<file path="src/rtl/pcb_pkg.sv">
// Package for the pixel constants and chroma test register bank
package pcb_pkg;
  // Register byte offsets
  localparam logic [7:0] OFF_HAZE = 8'h00;
  localparam logic [7:0] OFF_ZA = 8'h04;
  localparam logic [7:0] OFF_KEY = 8'h08;
  localparam logic [7:0] OFF_RANGE = 8'h0c;
  localparam logic [7:0] OFF_SWIRQ = 8'h10;
  localparam logic [7:0] OFF_MASK = 8'h14;
  localparam logic [7:0] OFF_LOCAL = 8'h18;
  localparam logic [7:0] OFF_OTHER = 8'h1c;
  localparam logic [7:0] OFF_TRI = 8'h20;
  localparam logic [7:0] OFF_PIX = 8'h24;
  localparam logic [7:0] OFF_FBMODE = 8'h28;
  localparam logic [7:0] OFF_IRQCTL = 8'h2c;
  localparam logic [7:0] OFF_FLUSH = 8'h30;
  localparam logic [7:0] OFF_CPATH = 8'h34;
  // Field positions
  localparam int FB_CHROMA_EN = 1;
  localparam int FB_DEPTH_BIAS = 16;
  localparam int RG_MODE_B = 24;
  localparam int RG_BLOCK = 27;
  localparam int RG_ENABLE = 28;
  localparam int SW_GEN = 0;
  localparam int SW_STALL = 1;
  localparam int SW_TAG_LO = 2;
  localparam int IC_ENABLE = 5;
  localparam int IC_USER = 11;
  localparam int IC_TAG_LO = 12;
  localparam int FL_PIX = 0;
  localparam int FL_TRI = 1;
  localparam int TALLY_W = 24;
  localparam logic [31:0] RESET_WORD = 32'h0000_0000;
  localparam logic [31:0] KEY_MASK = 32'h00ff_ffff;
  localparam logic [31:0] RANGE_MASK = 32'h1fff_ffff;
  localparam logic [31:0] ZA_MASK = 32'hff00_ffff;
  localparam logic [31:0] IC_MASK = 32'h000f_f820;

  typedef struct packed {
    logic [7:0] r;
    logic [7:0] g;
    logic [7:0] b;
  } pcb_rgb_s;

  typedef struct packed {
    logic [15:0] clear_depth;
    logic [15:0] bias_depth;
    logic [7:0] lfb_alpha;
    logic [15:0] lfb_depth;
    logic [31:0] write_mask;
    logic [23:0] local_rgb;
    logic [7:0] local_alpha;
    logic [23:0] other_rgb;
    logic [7:0] other_alpha;
    logic [23:0] clear_rgb;
    logic [23:0] haze_rgb;
  } pcb_const_s;
endpackage : pcb_pkg

</file>
<file path="src/rtl/pcb_bank.sv">
// Register bank with chroma test, user interrupt and tallies
// Notes on behaviour
// - Rect clear writes depth constant bits 15:0 into cleared depth locations.
// - Depth bias enabled by mode bit 16 takes bias from depth bits 15:0.
// - Depth constant gives alpha 31:24 and depth 15:0 for linear writes.
// - Chroma on, range off: discard pixel whose RGB equals the key.
// - Range compare only when mode bit 1 and range bit 28 set.
// - Comparisons ignore alpha, use only red, green and blue.
// - Chroma test sits after texture lookup, before lighting, fog, blending.
// - Key register holds blue 7:0, green 15:8, red 23:16; top reserved.
// - Each component range spans key lower to range upper, inclusive.
// - Bits 24..26 per component: 0 prohibits inside, 1 prohibits outside.
// - Bit 27: 0 blocks when all prohibit, 1 when any prohibits.
// - Software irq write with bit 0 raises user interrupt, control bit 11.
// - Bit 1 stalls command processing until user interrupt cleared.
// - Tag bits 9:2 copied to control bits 19:12, latest wins.
// - With control bit 5 clear, software irq writes are dropped.
// - Write mask register supplies 32-bit stipple mask.
// - Local colour 23:0 and 31:24 feed colour and alpha combine.
// - Other colour feeds combine units when path bits select it.
// - Rect clear uses other colour 23:0 as clear RGB.
// - Triangle tally counts walked, non-culled triangles; flush bit 1 clears.
// - Pixel tally counts every walked pixel; flush bit 0 clears.
`timescale 1ns/10ps
`default_nettype none
module pcb_bank #(
  parameter int TALLY_WIDTH = pcb_pkg::TALLY_W
) (
  // Clock and reset
  input wire logic clk_i,
  input wire logic rst_i,
  // Wishbone slave
  input wire logic wb_cyc_i,
  input wire logic wb_stb_i,
  input wire logic wb_we_i,
  input wire logic [7:0] wb_adr_i,
  input wire logic [3:0] wb_sel_i,
  input wire logic [31:0] wb_dat_i,
  output logic [31:0] wb_dat_o,
  output logic wb_ack_o,
  // Pixel pipeline chroma test
  input wire logic pix_valid_i,
  input wire pcb_pkg::pcb_rgb_s pix_rgb_i,
  output logic pix_block_o,
  // Pipeline events
  input wire logic tri_walked_i,
  input wire logic tri_culled_i,
  input wire logic pix_walked_i,
  // Constants to pipeline
  output pcb_pkg::pcb_const_s const_o,
  output logic [23:0] combine_other_rgb_o,
  output logic [7:0] combine_other_alpha_o,
  output logic other_rgb_sel_o,
  output logic other_alpha_sel_o,
  // Engine control
  output logic engine_stall_o,
  output logic user_irq_o
);
  import pcb_pkg::*;

  ////////////////////////////////////////////////////////////////////////
  logic [31:0] haze_r, haze_nxt, za_r, za_nxt, key_r, key_nxt;
  logic [31:0] range_r, range_nxt, mask_r, mask_nxt, loc_r, loc_nxt;
  logic [31:0] oth_r, oth_nxt, fbmode_r, fbmode_nxt, irqctl_r, irqctl_nxt;
  logic [31:0] cpath_r, cpath_nxt, rdata_nxt;
  logic stall_r, stall_nxt, ack_r, ack_nxt, block_r, block_nxt;
  logic [TALLY_WIDTH-1:0] tri_r, tri_nxt, pix_r, pix_nxt;
  logic req, wr;

  function automatic logic [31:0] merge(input logic [31:0] old, input logic [31:0] nw,
                                        input logic [3:0] sel, input logic [31:0] msk);
    logic [31:0] res;
    res = old;
    for (int i = 0; i < 4; i++) begin
      if (sel[i]) begin
        res[i*8 +: 8] = nw[i*8 +: 8];
      end
    end
    return res & msk;
  endfunction : merge

  // Range test of one component: prohibited or not
  function automatic logic comp_bad(input logic [7:0] v, input logic [7:0] lo,
                                    input logic [7:0] hi, input logic excl);
    logic in_rng;
    in_rng = (v >= lo) && (v <= hi);
    return excl ? !in_rng : in_rng;
  endfunction : comp_bad

  assign req = wb_cyc_i && wb_stb_i && !ack_r;
  assign wr = req && wb_we_i;

  ////////////////////////////////////////////////////////////////////////
  // Register file
  always_comb begin
    haze_nxt = haze_r;
    za_nxt = za_r;
    key_nxt = key_r;
    range_nxt = range_r;
    mask_nxt = mask_r;
    loc_nxt = loc_r;
    oth_nxt = oth_r;
    fbmode_nxt = fbmode_r;
    irqctl_nxt = irqctl_r;
    cpath_nxt = cpath_r;
    stall_nxt = stall_r;
    ack_nxt = req;
    rdata_nxt = 32'h0000_0000;
    if (wr) begin
      case (wb_adr_i)
        OFF_HAZE: haze_nxt = merge(haze_r, wb_dat_i, wb_sel_i, KEY_MASK);
        OFF_ZA: za_nxt = merge(za_r, wb_dat_i, wb_sel_i, ZA_MASK);
        OFF_KEY: key_nxt = merge(key_r, wb_dat_i, wb_sel_i, KEY_MASK);
        OFF_RANGE: range_nxt = merge(range_r, wb_dat_i, wb_sel_i, RANGE_MASK);
        OFF_MASK: mask_nxt = merge(mask_r, wb_dat_i, wb_sel_i, 32'hffff_ffff);
        OFF_LOCAL: loc_nxt = merge(loc_r, wb_dat_i, wb_sel_i, 32'hffff_ffff);
        OFF_OTHER: oth_nxt = merge(oth_r, wb_dat_i, wb_sel_i, 32'hffff_ffff);
        OFF_FBMODE: fbmode_nxt = merge(fbmode_r, wb_dat_i, wb_sel_i, 32'hffff_ffff);
        OFF_CPATH: cpath_nxt = merge(cpath_r, wb_dat_i, wb_sel_i, 32'hffff_ffff);
        OFF_IRQCTL: begin
          // Writing 0 to bit 11 clears the user interrupt
          irqctl_nxt = merge(irqctl_r, wb_dat_i, wb_sel_i, IC_MASK);
        end
        OFF_SWIRQ: begin
          // Whole word command; dropped unless enabled
          if (irqctl_r[IC_ENABLE]) begin
            irqctl_nxt[IC_TAG_LO +: 8] = wb_dat_i[SW_TAG_LO +: 8];
            if (wb_dat_i[SW_GEN]) begin
              irqctl_nxt[IC_USER] = 1'b1;
            end
            if (wb_dat_i[SW_STALL]) begin
              stall_nxt = 1'b1;
            end
          end
        end
        default: ;
      endcase
    end
    // Stall lasts only while the user interrupt stands
    if (!irqctl_nxt[IC_USER]) begin
      stall_nxt = 1'b0;
    end
    if (req && !wb_we_i) begin
      case (wb_adr_i)
        OFF_HAZE: rdata_nxt = haze_r;
        OFF_ZA: rdata_nxt = za_r;
        OFF_KEY: rdata_nxt = key_r;
        OFF_RANGE: rdata_nxt = range_r;
        OFF_MASK: rdata_nxt = mask_r;
        OFF_LOCAL: rdata_nxt = loc_r;
        OFF_OTHER: rdata_nxt = oth_r;
        OFF_FBMODE: rdata_nxt = fbmode_r;
        OFF_CPATH: rdata_nxt = cpath_r;
        OFF_IRQCTL: rdata_nxt = irqctl_r;
        OFF_TRI: rdata_nxt = 32'(tri_r);
        OFF_PIX: rdata_nxt = 32'(pix_r);
        default: rdata_nxt = 32'h0000_0000;
      endcase
    end
  end

  always_ff @(posedge clk_i) begin
    if (rst_i) begin
      haze_r <= RESET_WORD;
      za_r <= RESET_WORD;
      key_r <= RESET_WORD;
      range_r <= RESET_WORD;
      mask_r <= RESET_WORD;
      loc_r <= RESET_WORD;
      oth_r <= RESET_WORD;
      fbmode_r <= RESET_WORD;
      irqctl_r <= RESET_WORD;
      cpath_r <= RESET_WORD;
      stall_r <= 1'b0;
      ack_r <= 1'b0;
      wb_dat_o <= 32'h0000_0000;
    end else begin
      haze_r <= haze_nxt;
      za_r <= za_nxt;
      key_r <= key_nxt;
      range_r <= range_nxt;
      mask_r <= mask_nxt;
      loc_r <= loc_nxt;
      oth_r <= oth_nxt;
      fbmode_r <= fbmode_nxt;
      irqctl_r <= irqctl_nxt;
      cpath_r <= cpath_nxt;
      stall_r <= stall_nxt;
      ack_r <= ack_nxt;
      wb_dat_o <= rdata_nxt;
    end
  end

  assign wb_ack_o = ack_r;
  assign engine_stall_o = stall_r;
  assign user_irq_o = irqctl_r[IC_USER];

  ////////////////////////////////////////////////////////////////////////
  // Statistics tallies; flush clear beats a same-cycle event
  logic flush_wr;
  assign flush_wr = wr && (wb_adr_i == OFF_FLUSH);

  always_comb begin
    tri_nxt = tri_r;
    pix_nxt = pix_r;
    if (tri_walked_i && !tri_culled_i) begin
      tri_nxt = tri_r + 1'b1;
    end
    if (pix_walked_i) begin
      pix_nxt = pix_r + 1'b1;
    end
    if (flush_wr && wb_dat_i[FL_TRI]) begin
      tri_nxt = '0;
    end
    if (flush_wr && wb_dat_i[FL_PIX]) begin
      pix_nxt = '0;
    end
  end

  always_ff @(posedge clk_i) begin
    if (rst_i) begin
      tri_r <= '0;
      pix_r <= '0;
    end else begin
      tri_r <= tri_nxt;
      pix_r <= pix_nxt;
    end
  end

  ////////////////////////////////////////////////////////////////////////
  // Chroma test on the post-texture colour, one cycle of latency
  logic [2:0] bad;
  logic exact_hit, range_hit;
  always_comb begin
    for (int c = 0; c < 3; c++) begin
      bad[c] = comp_bad(pix_rgb_i[c*8 +: 8], key_r[c*8 +: 8], range_r[c*8 +: 8],
                        range_r[RG_MODE_B + c]);
    end
    exact_hit = (pix_rgb_i == key_r[23:0]);
    range_hit = range_r[RG_BLOCK] ? |bad : &bad;
    block_nxt = 1'b0;
    if (pix_valid_i && fbmode_r[FB_CHROMA_EN]) begin
      block_nxt = range_r[RG_ENABLE] ? range_hit : exact_hit;
    end
  end

  always_ff @(posedge clk_i) begin
    if (rst_i) begin
      block_r <= 1'b0;
    end else begin
      block_r <= block_nxt;
    end
  end
  assign pix_block_o = block_r;

  ////////////////////////////////////////////////////////////////////////
  // Constant operands
  always_comb begin
    const_o.clear_depth = za_r[15:0];
    const_o.bias_depth = fbmode_r[FB_DEPTH_BIAS] ? za_r[15:0] : 16'h0000;
    const_o.lfb_alpha = za_r[31:24];
    const_o.lfb_depth = za_r[15:0];
    const_o.write_mask = mask_r;
    const_o.local_rgb = loc_r[23:0];
    const_o.local_alpha = loc_r[31:24];
    const_o.other_rgb = oth_r[23:0];
    const_o.other_alpha = oth_r[31:24];
    const_o.clear_rgb = oth_r[23:0];
    const_o.haze_rgb = haze_r[23:0];
  end

  // Path select code 2 picks the constant as other operand
  assign other_rgb_sel_o = (cpath_r[1:0] == 2'h2);
  assign other_alpha_sel_o = (cpath_r[3:2] == 2'h2);
  assign combine_other_rgb_o = other_rgb_sel_o ? oth_r[23:0] : 24'h00_0000;
  assign combine_other_alpha_o = other_alpha_sel_o ? oth_r[31:24] : 8'h00;

  ////////////////////////////////////////////////////////////////////////
  // Checks
  AST_KEY_BLOCK: assert property (@(posedge clk_i) disable iff (rst_i)
    pix_valid_i && fbmode_r[FB_CHROMA_EN] && !range_r[RG_ENABLE]
    && pix_rgb_i == key_r[23:0]
    |=> pix_block_o)
    else $error("exact key match not blocked");

  AST_EXACT_PASS: assert property (@(posedge clk_i) disable iff (rst_i)
    pix_valid_i && fbmode_r[FB_CHROMA_EN] && !range_r[RG_ENABLE]
    && pix_rgb_i != key_r[23:0]
    |=> !pix_block_o)
    else $error("pixel off the key blocked");

  AST_DISABLED_PASS: assert property (@(posedge clk_i) disable iff (rst_i)
    !fbmode_r[FB_CHROMA_EN] |=> !pix_block_o)
    else $error("pixel blocked with chroma off");

  AST_IDLE_PASS: assert property (@(posedge clk_i) disable iff (rst_i)
    !pix_valid_i |=> !pix_block_o)
    else $error("block without a pixel");

  // Spelled out per component so it does not lean on the shared helper
  AST_RANGE_ALL_IN: assert property (@(posedge clk_i) disable iff (rst_i)
    pix_valid_i && fbmode_r[FB_CHROMA_EN] && range_r[RG_ENABLE] && !range_r[RG_BLOCK]
    && range_r[RG_MODE_B +: 3] == 3'b000
    && pix_rgb_i.r >= key_r[23:16] && pix_rgb_i.r <= range_r[23:16]
    && pix_rgb_i.g >= key_r[15:8] && pix_rgb_i.g <= range_r[15:8]
    && pix_rgb_i.b >= key_r[7:0] && pix_rgb_i.b <= range_r[7:0]
    |=> pix_block_o)
    else $error("pixel inside every range not blocked");

  AST_EXCL_UNION: assert property (@(posedge clk_i) disable iff (rst_i)
    pix_valid_i && fbmode_r[FB_CHROMA_EN] && range_r[RG_ENABLE] && range_r[RG_BLOCK]
    && range_r[RG_MODE_B + 2] && pix_rgb_i.r > range_r[23:16]
    |=> pix_block_o)
    else $error("union missed red outside exclusive range");

  AST_EXCL_INSIDE: assert property (@(posedge clk_i) disable iff (rst_i)
    pix_valid_i && fbmode_r[FB_CHROMA_EN] && range_r[RG_ENABLE] && !range_r[RG_BLOCK]
    && range_r[RG_MODE_B + 2] && pix_rgb_i.r >= key_r[23:16]
    && pix_rgb_i.r <= range_r[23:16]
    |=> !pix_block_o)
    else $error("intersection blocked with red allowed");

  AST_TAG_COPY: assert property (@(posedge clk_i) disable iff (rst_i)
    wr && wb_adr_i == OFF_SWIRQ && irqctl_r[IC_ENABLE]
    |=> irqctl_r[IC_TAG_LO +: 8] == $past(wb_dat_i[SW_TAG_LO +: 8]))
    else $error("tag not copied");

  AST_IRQ_SET: assert property (@(posedge clk_i) disable iff (rst_i)
    wr && wb_adr_i == OFF_SWIRQ && irqctl_r[IC_ENABLE] && wb_dat_i[SW_GEN] |=> user_irq_o)
    else $error("user interrupt not raised");

  AST_DROPPED: assert property (@(posedge clk_i) disable iff (rst_i)
    wr && wb_adr_i == OFF_SWIRQ && !irqctl_r[IC_ENABLE] && !engine_stall_o
    |=> !engine_stall_o && $stable(irqctl_r))
    else $error("disabled command had effect");

  AST_STALL_SET: assert property (@(posedge clk_i) disable iff (rst_i)
    wr && wb_adr_i == OFF_SWIRQ && irqctl_r[IC_ENABLE] && wb_dat_i[SW_GEN]
    && wb_dat_i[SW_STALL] |=> engine_stall_o)
    else $error("stall request not taken");

  AST_NO_STALL: assert property (@(posedge clk_i) disable iff (rst_i)
    wr && wb_adr_i == OFF_SWIRQ && irqctl_r[IC_ENABLE] && !wb_dat_i[SW_STALL]
    && !engine_stall_o |=> !engine_stall_o)
    else $error("stall without request");

  AST_STALL_HOLD: assert property (@(posedge clk_i) disable iff (rst_i)
    engine_stall_o |-> user_irq_o)
    else $error("stall without pending user interrupt");

  AST_TRI_COUNT: assert property (@(posedge clk_i) disable iff (rst_i)
    tri_walked_i && tri_culled_i && !flush_wr |=> $stable(tri_r))
    else $error("culled triangle counted");

  AST_TRI_INC: assert property (@(posedge clk_i) disable iff (rst_i)
    tri_walked_i && !tri_culled_i && !flush_wr |=> tri_r == $past(tri_r) + 1'b1)
    else $error("triangle tally not incremented");

  AST_TRI_CLEAR: assert property (@(posedge clk_i) disable iff (rst_i)
    flush_wr && wb_dat_i[FL_TRI] |=> tri_r == '0)
    else $error("triangle tally not cleared");

  AST_PIX_CLEAR: assert property (@(posedge clk_i) disable iff (rst_i)
    flush_wr && wb_dat_i[FL_PIX] |=> pix_r == '0)
    else $error("pixel tally not cleared");

  AST_PIX_INC: assert property (@(posedge clk_i) disable iff (rst_i)
    pix_walked_i && !flush_wr |=> pix_r == $past(pix_r) + 1'b1)
    else $error("pixel tally not incremented");

  AST_BIAS_OFF: assert property (@(posedge clk_i) disable iff (rst_i)
    !fbmode_r[FB_DEPTH_BIAS] |-> const_o.bias_depth == 16'h0000)
    else $error("bias depth given while biasing off");
endmodule : pcb_bank
`default_nettype wire

</file>
<file path="config.mk">
export PLATFORM = sky130hd
export DESIGN_NAME = pcb_bank
export DESIGN_NICKNAME = d
export VERILOG_FILES = /design/src/rtl/pcb_pkg.sv /design/src/rtl/pcb_bank.sv
export SDC_FILE = /design/constraint.sdc
export NUM_CORES = 1
export LEC_CHECK = 0
export BUFFER_PORTS_ARGS = -buffer_cell sky130_fd_sc_hd__buf_2
export CORE_ASPECT_RATIO = 0.6
export CORE_MARGIN = 8
export CORE_UTILIZATION = 51
export CTS_BUF_LIST = sky130_fd_sc_hd__clkbuf_8
export DETAILED_ROUTE_END_ITERATION = 8
export PLACE_DENSITY = 0.89
export SLEW_MARGIN = 10
export SYNTH_ARGS = -nofsm -noshare
export SYNTH_HDL_FRONTEND = slang
export SYNTH_SLANG_ARGS = --single-unit
</file>
<file path="constraint.sdc">
create_clock -name clk_i -period 2.5 [get_ports clk_i]
set_clock_uncertainty 0.2 [all_clocks]
set_input_delay 0.625 -clock clk_i [delete_from_list [all_inputs] [get_ports clk_i]]
set_output_delay 0.625 -clock clk_i [all_outputs]
set_load 0.005 [all_outputs]
</file>
==> results.toml <==
[clock_network]
cts.sinks = 354
clockBufferDepth = 3
cts_root_buf = "clkbuf_8"
numCtsBuffers = 53
cts_hold_buf = 0
h-tree-depth = 2
insertion_delay_ns = 0.63
cts_tree = "yes"
cts.reportedPaths.clkPinSlew_ns = 0.07

[sta]
rsz0062_at_grt = "yes"
max_freq_mhz = 403.5
finalMaxSlewViolations = 0
setup_ws_ns = 0.02195
tightest_slew_ns = 0.5506
setup-violations-final = 0
min_period_ns = 2.478
slew_headroom_pct = 63.21
fin_crit_sh_pct = 99.12
finalHoldWorstSlack_ns = 0.04415
hold_viol_final = 0

[final_layout]
final_util_pct = 65.51
areaGrowthSynthToFinish_pct = 27.46
drive_above_1_share_pct = 26.86
nets = 2723

[synthesis]
synth_ff_type = "dfxtp_1"
synth_area_per_cell_sq_um = 7.707
synth-edff-count = 0
synth_area_sq_mm = 0.01656
ys_ff_latch = 354
ys_seq_area_share_pct = 42.79
ys_types = 63
synth_async_sr_flop_share_pct = 0
yosysWarnings = 0
netlist_instances = 2149
synth_nets = 2276

[worst_setup_path]
cp_cell_sequence = "nor2b_4, buf_8, and2_1, buf_2"
cp_max_fo = 9
crit_arrival_ns = 1.65
crit_family = "simple AND/OR/NAND/NOR gates"
critPathCaptureType = "output pin"
start_kind = "flop"
startpoint = "cpath_r[1]"
worstSetupPathType = "reg2out"
reg2reg_from = "key_r[18]"
crit_path_top_delay_cell = "dfxtp_2"
worst_ep_required_time_ns = 1.67
worstRegToRegCells = 9
path_depth = 4
crit_buf_inv = 2
max_stage_delay_ns = 0.34

[worst_hold_path]
hold_class = "in2reg"
worstHoldStart = "rst_i"
hold-path-cell-count = 2

[die]
fp.coreArea_sq_mm = 0.03222
num_io_pins = 347
die_y_um = 155.6
rows = 51
start_util_pct = 51.40
die-area_sq_mm = 0.03869
die_w_um = 248.7

[global_routing]
grt_overflow_total = 0
grt_max_degree = 105
grt_antenna_before_repair = 6
grt_pass1_wl_um = 108100
grt_pass1_vias = 17930
track_usage_pct = 35.77

[route]
drcViolationCount = 0
viasPerCell = 6.075
routed_wl_um = 73290
wl_per_cell_um = 23.90
firstDrtPassIters = 9
drt_iter0_drc = 2772
vias = 18630
drtAntennaViolNets = 0

[status]
status = "completed"

[power]
leakage_nw = 8.317
p_total_w = 0.01134
ir_drop_mv = 0.3339
powerDensity_mw_per_mm2 = 537.0

[place]
dpl.hpwl_um = 54510
dp_slack_ns = -0.4827
place_congestion = 1.051
port_buffers = 346

[run]
cap_violations = 0
==> path summary, 6_finish.rpt <==
check,endpoint,slack (ns)
max,combine_other_rgb_o[10],0.02
min reg2reg,fbmode_r[21],0.25
min,wb_ack_o,0.04
max reg2reg,pix_block_o,0.05
==> metal layers <==
| layer | GRT usage [%] | part of all wire [%] | up-vias |
|---|---|---|---|
| met4 | 15.26 | 4.4 | 0 |
| met2 | 51.94 | 41 | 1622 |
| met5 | 0 | 0 | - |
| met3 | 12.29 | 16 | 238 |
| met1 | 47.89 | 39 | 8534 |
| li1 | - | - | 8239 |
==> where the power goes <==
group          total, W  leakage (nW)  internal (W)  switching, W
Clock           0.00499         0.630       0.00262       0.00237
Sequential      0.00566          2.86       0.00565    0.00000940
Combinational  0.000694          4.83      0.000227      0.000467
Total            0.0113          8.32       0.00849       0.00284
==> stage by stage <==
stage          area (sq um)  instances  TNS (ns)
5_1_grt               21100       3064  -0.08612
6_report              21110       3067         0
3_5_place_dp          19780       2960    -30.98
3_3_place_gp          19780       2960    -20.41
2_1_floorplan         16560       2149         0
4_1_cts               20970       3058         0
==> cells in the mapped netlist, types with 2 or more instances <==
cell      instances  area, sq um
nand2_1         642         2410
a22oi_1          59        442.9
nor3b_1           2        15.01
ha_1             50        625.6
o21a_1            2        15.01
mux2i_1          13        130.1
nor2_4            2        22.52
dfxtp_1         354         7087
or3_1            11        68.82
buf_2            30        150.1
a21boi_0          2        15.01
clkbuf_1         89        334.1
nor2_2           21        131.4
and3_1           12        75.07
xor2_1           30        262.8
a41o_1            2        20.02
and4_1            2        17.52
a21oi_1         310         1551
nor2b_1           8        50.05
a221oi_1         19        166.4
nand4_1          16        100.1
xnor2_1          11        96.34
and2_1           58        362.9
nor2_1           97        364.1
o21a_4            2        30.03
nor4_1            3        18.77
nand3_1          32        160.2
a211oi_1          4        30.03
o32ai_1           3        26.28
a21o_1            3        22.52
nand2b_1          4        25.02
buf_4            41        307.8
inv_1            52        195.2
nor3_1            7        35.03
o22ai_1           3        18.77
a22o_1           13        113.9
a211oi_2          8        100.1
a31oi_1          30        187.7
a32oi_1           7        61.31
a222oi_1         26        260.3
nor3_2            2        20.02
o21ai_0          44        220.2
o211ai_1          3        22.52
==> repair_timing <==
item / 4_1_cts / 5_1_grt
resized for setup: 10 / 31
endpoints found under the setup margin: 17 / 19
cloned: 1 / 1
pin swaps: 1 / 10
hold endpoints to repair: 0 / 0
buffers inserted: 2 / 2
==> final cells by class <==
type	count	area, sq um
timing repair buffer	553	3526
multi-input combinational	1582	8628
clock buffer	74	1018
tap	424	530.5
antenna	7	17.52
clock inverter	21	95.09
fill	2799	11110
inverter	52	195.2
sequential	354	7101
==> worst reg2reg max path, cell delays in order (launching register included) <==
cell      delay (ns)
dfxtp_1         0.32
inv_1           0.20
ha_1            0.29
and3_1          0.19
o21ai_0         0.10
a31oi_2         0.14
o32ai_4         0.41
xnor2_2         0.21
a21oi_1         0.11
a211oi_1        0.20
==> cells in the final DEF, fill, tap and decap left out, types with 4 or more instances in the layout <==
master,Yosys,layout
xnor2_1,11,10
diode_2,0,7
a22oi_1,59,59
a21oi_1,310,309
mux2i_1,13,13
inv_1,52,61
buf_4,41,186
nor2b_1,8,6
clkbuf_8,0,75
nor3_1,7,6
a211oi_2,8,9
buf_12,0,17
dfxtp_2,0,11
a22o_1,13,13
and3_1,12,12
dfxtp_1,354,343
buf_2,30,345
nand4_1,16,16
clkinv_2,0,9
or3_1,11,11
nand3_1,32,32
a221oi_1,19,19
and2_1,58,58
nand2_1,642,642
ha_1,50,46
xor2_1,30,29
a222oi_1,26,26
o21ai_0,44,44
nand2b_1,4,4
nor2_1,97,96
a32oi_1,7,7
ha_4,0,4
nor2_2,21,22
a31oi_1,30,29
==> sequential cells by signal (all words and copies together) (netlist names) <==
name / cells
cpath_r: 32
engine_stall_o: 1
fbmode_r: 32
haze_r: 24
irqctl_r: 10
key_r: 24
loc_r: 32
mask_r: 32
oth_r: 32
pix_block_o: 1
pix_r: 24
range_r: 29
tri_r: 24
wb_ack_o: 1
wb_dat_o: 32
za_r: 24
==> cells by family after synthesis <==
family,Yosys count,share of synthesized area (%)
and+or+nand+nor,928,24.01
AOI/OAI and AO/OA,549,20.42
DFF,354,42.79
buffers and inverters,213,5.983
adders and majority gates,50,3.777
xor gates and xnor gates,41,2.168
muxes,14,0.8536
Note: power is estimated with default switching activity, not from simulation.
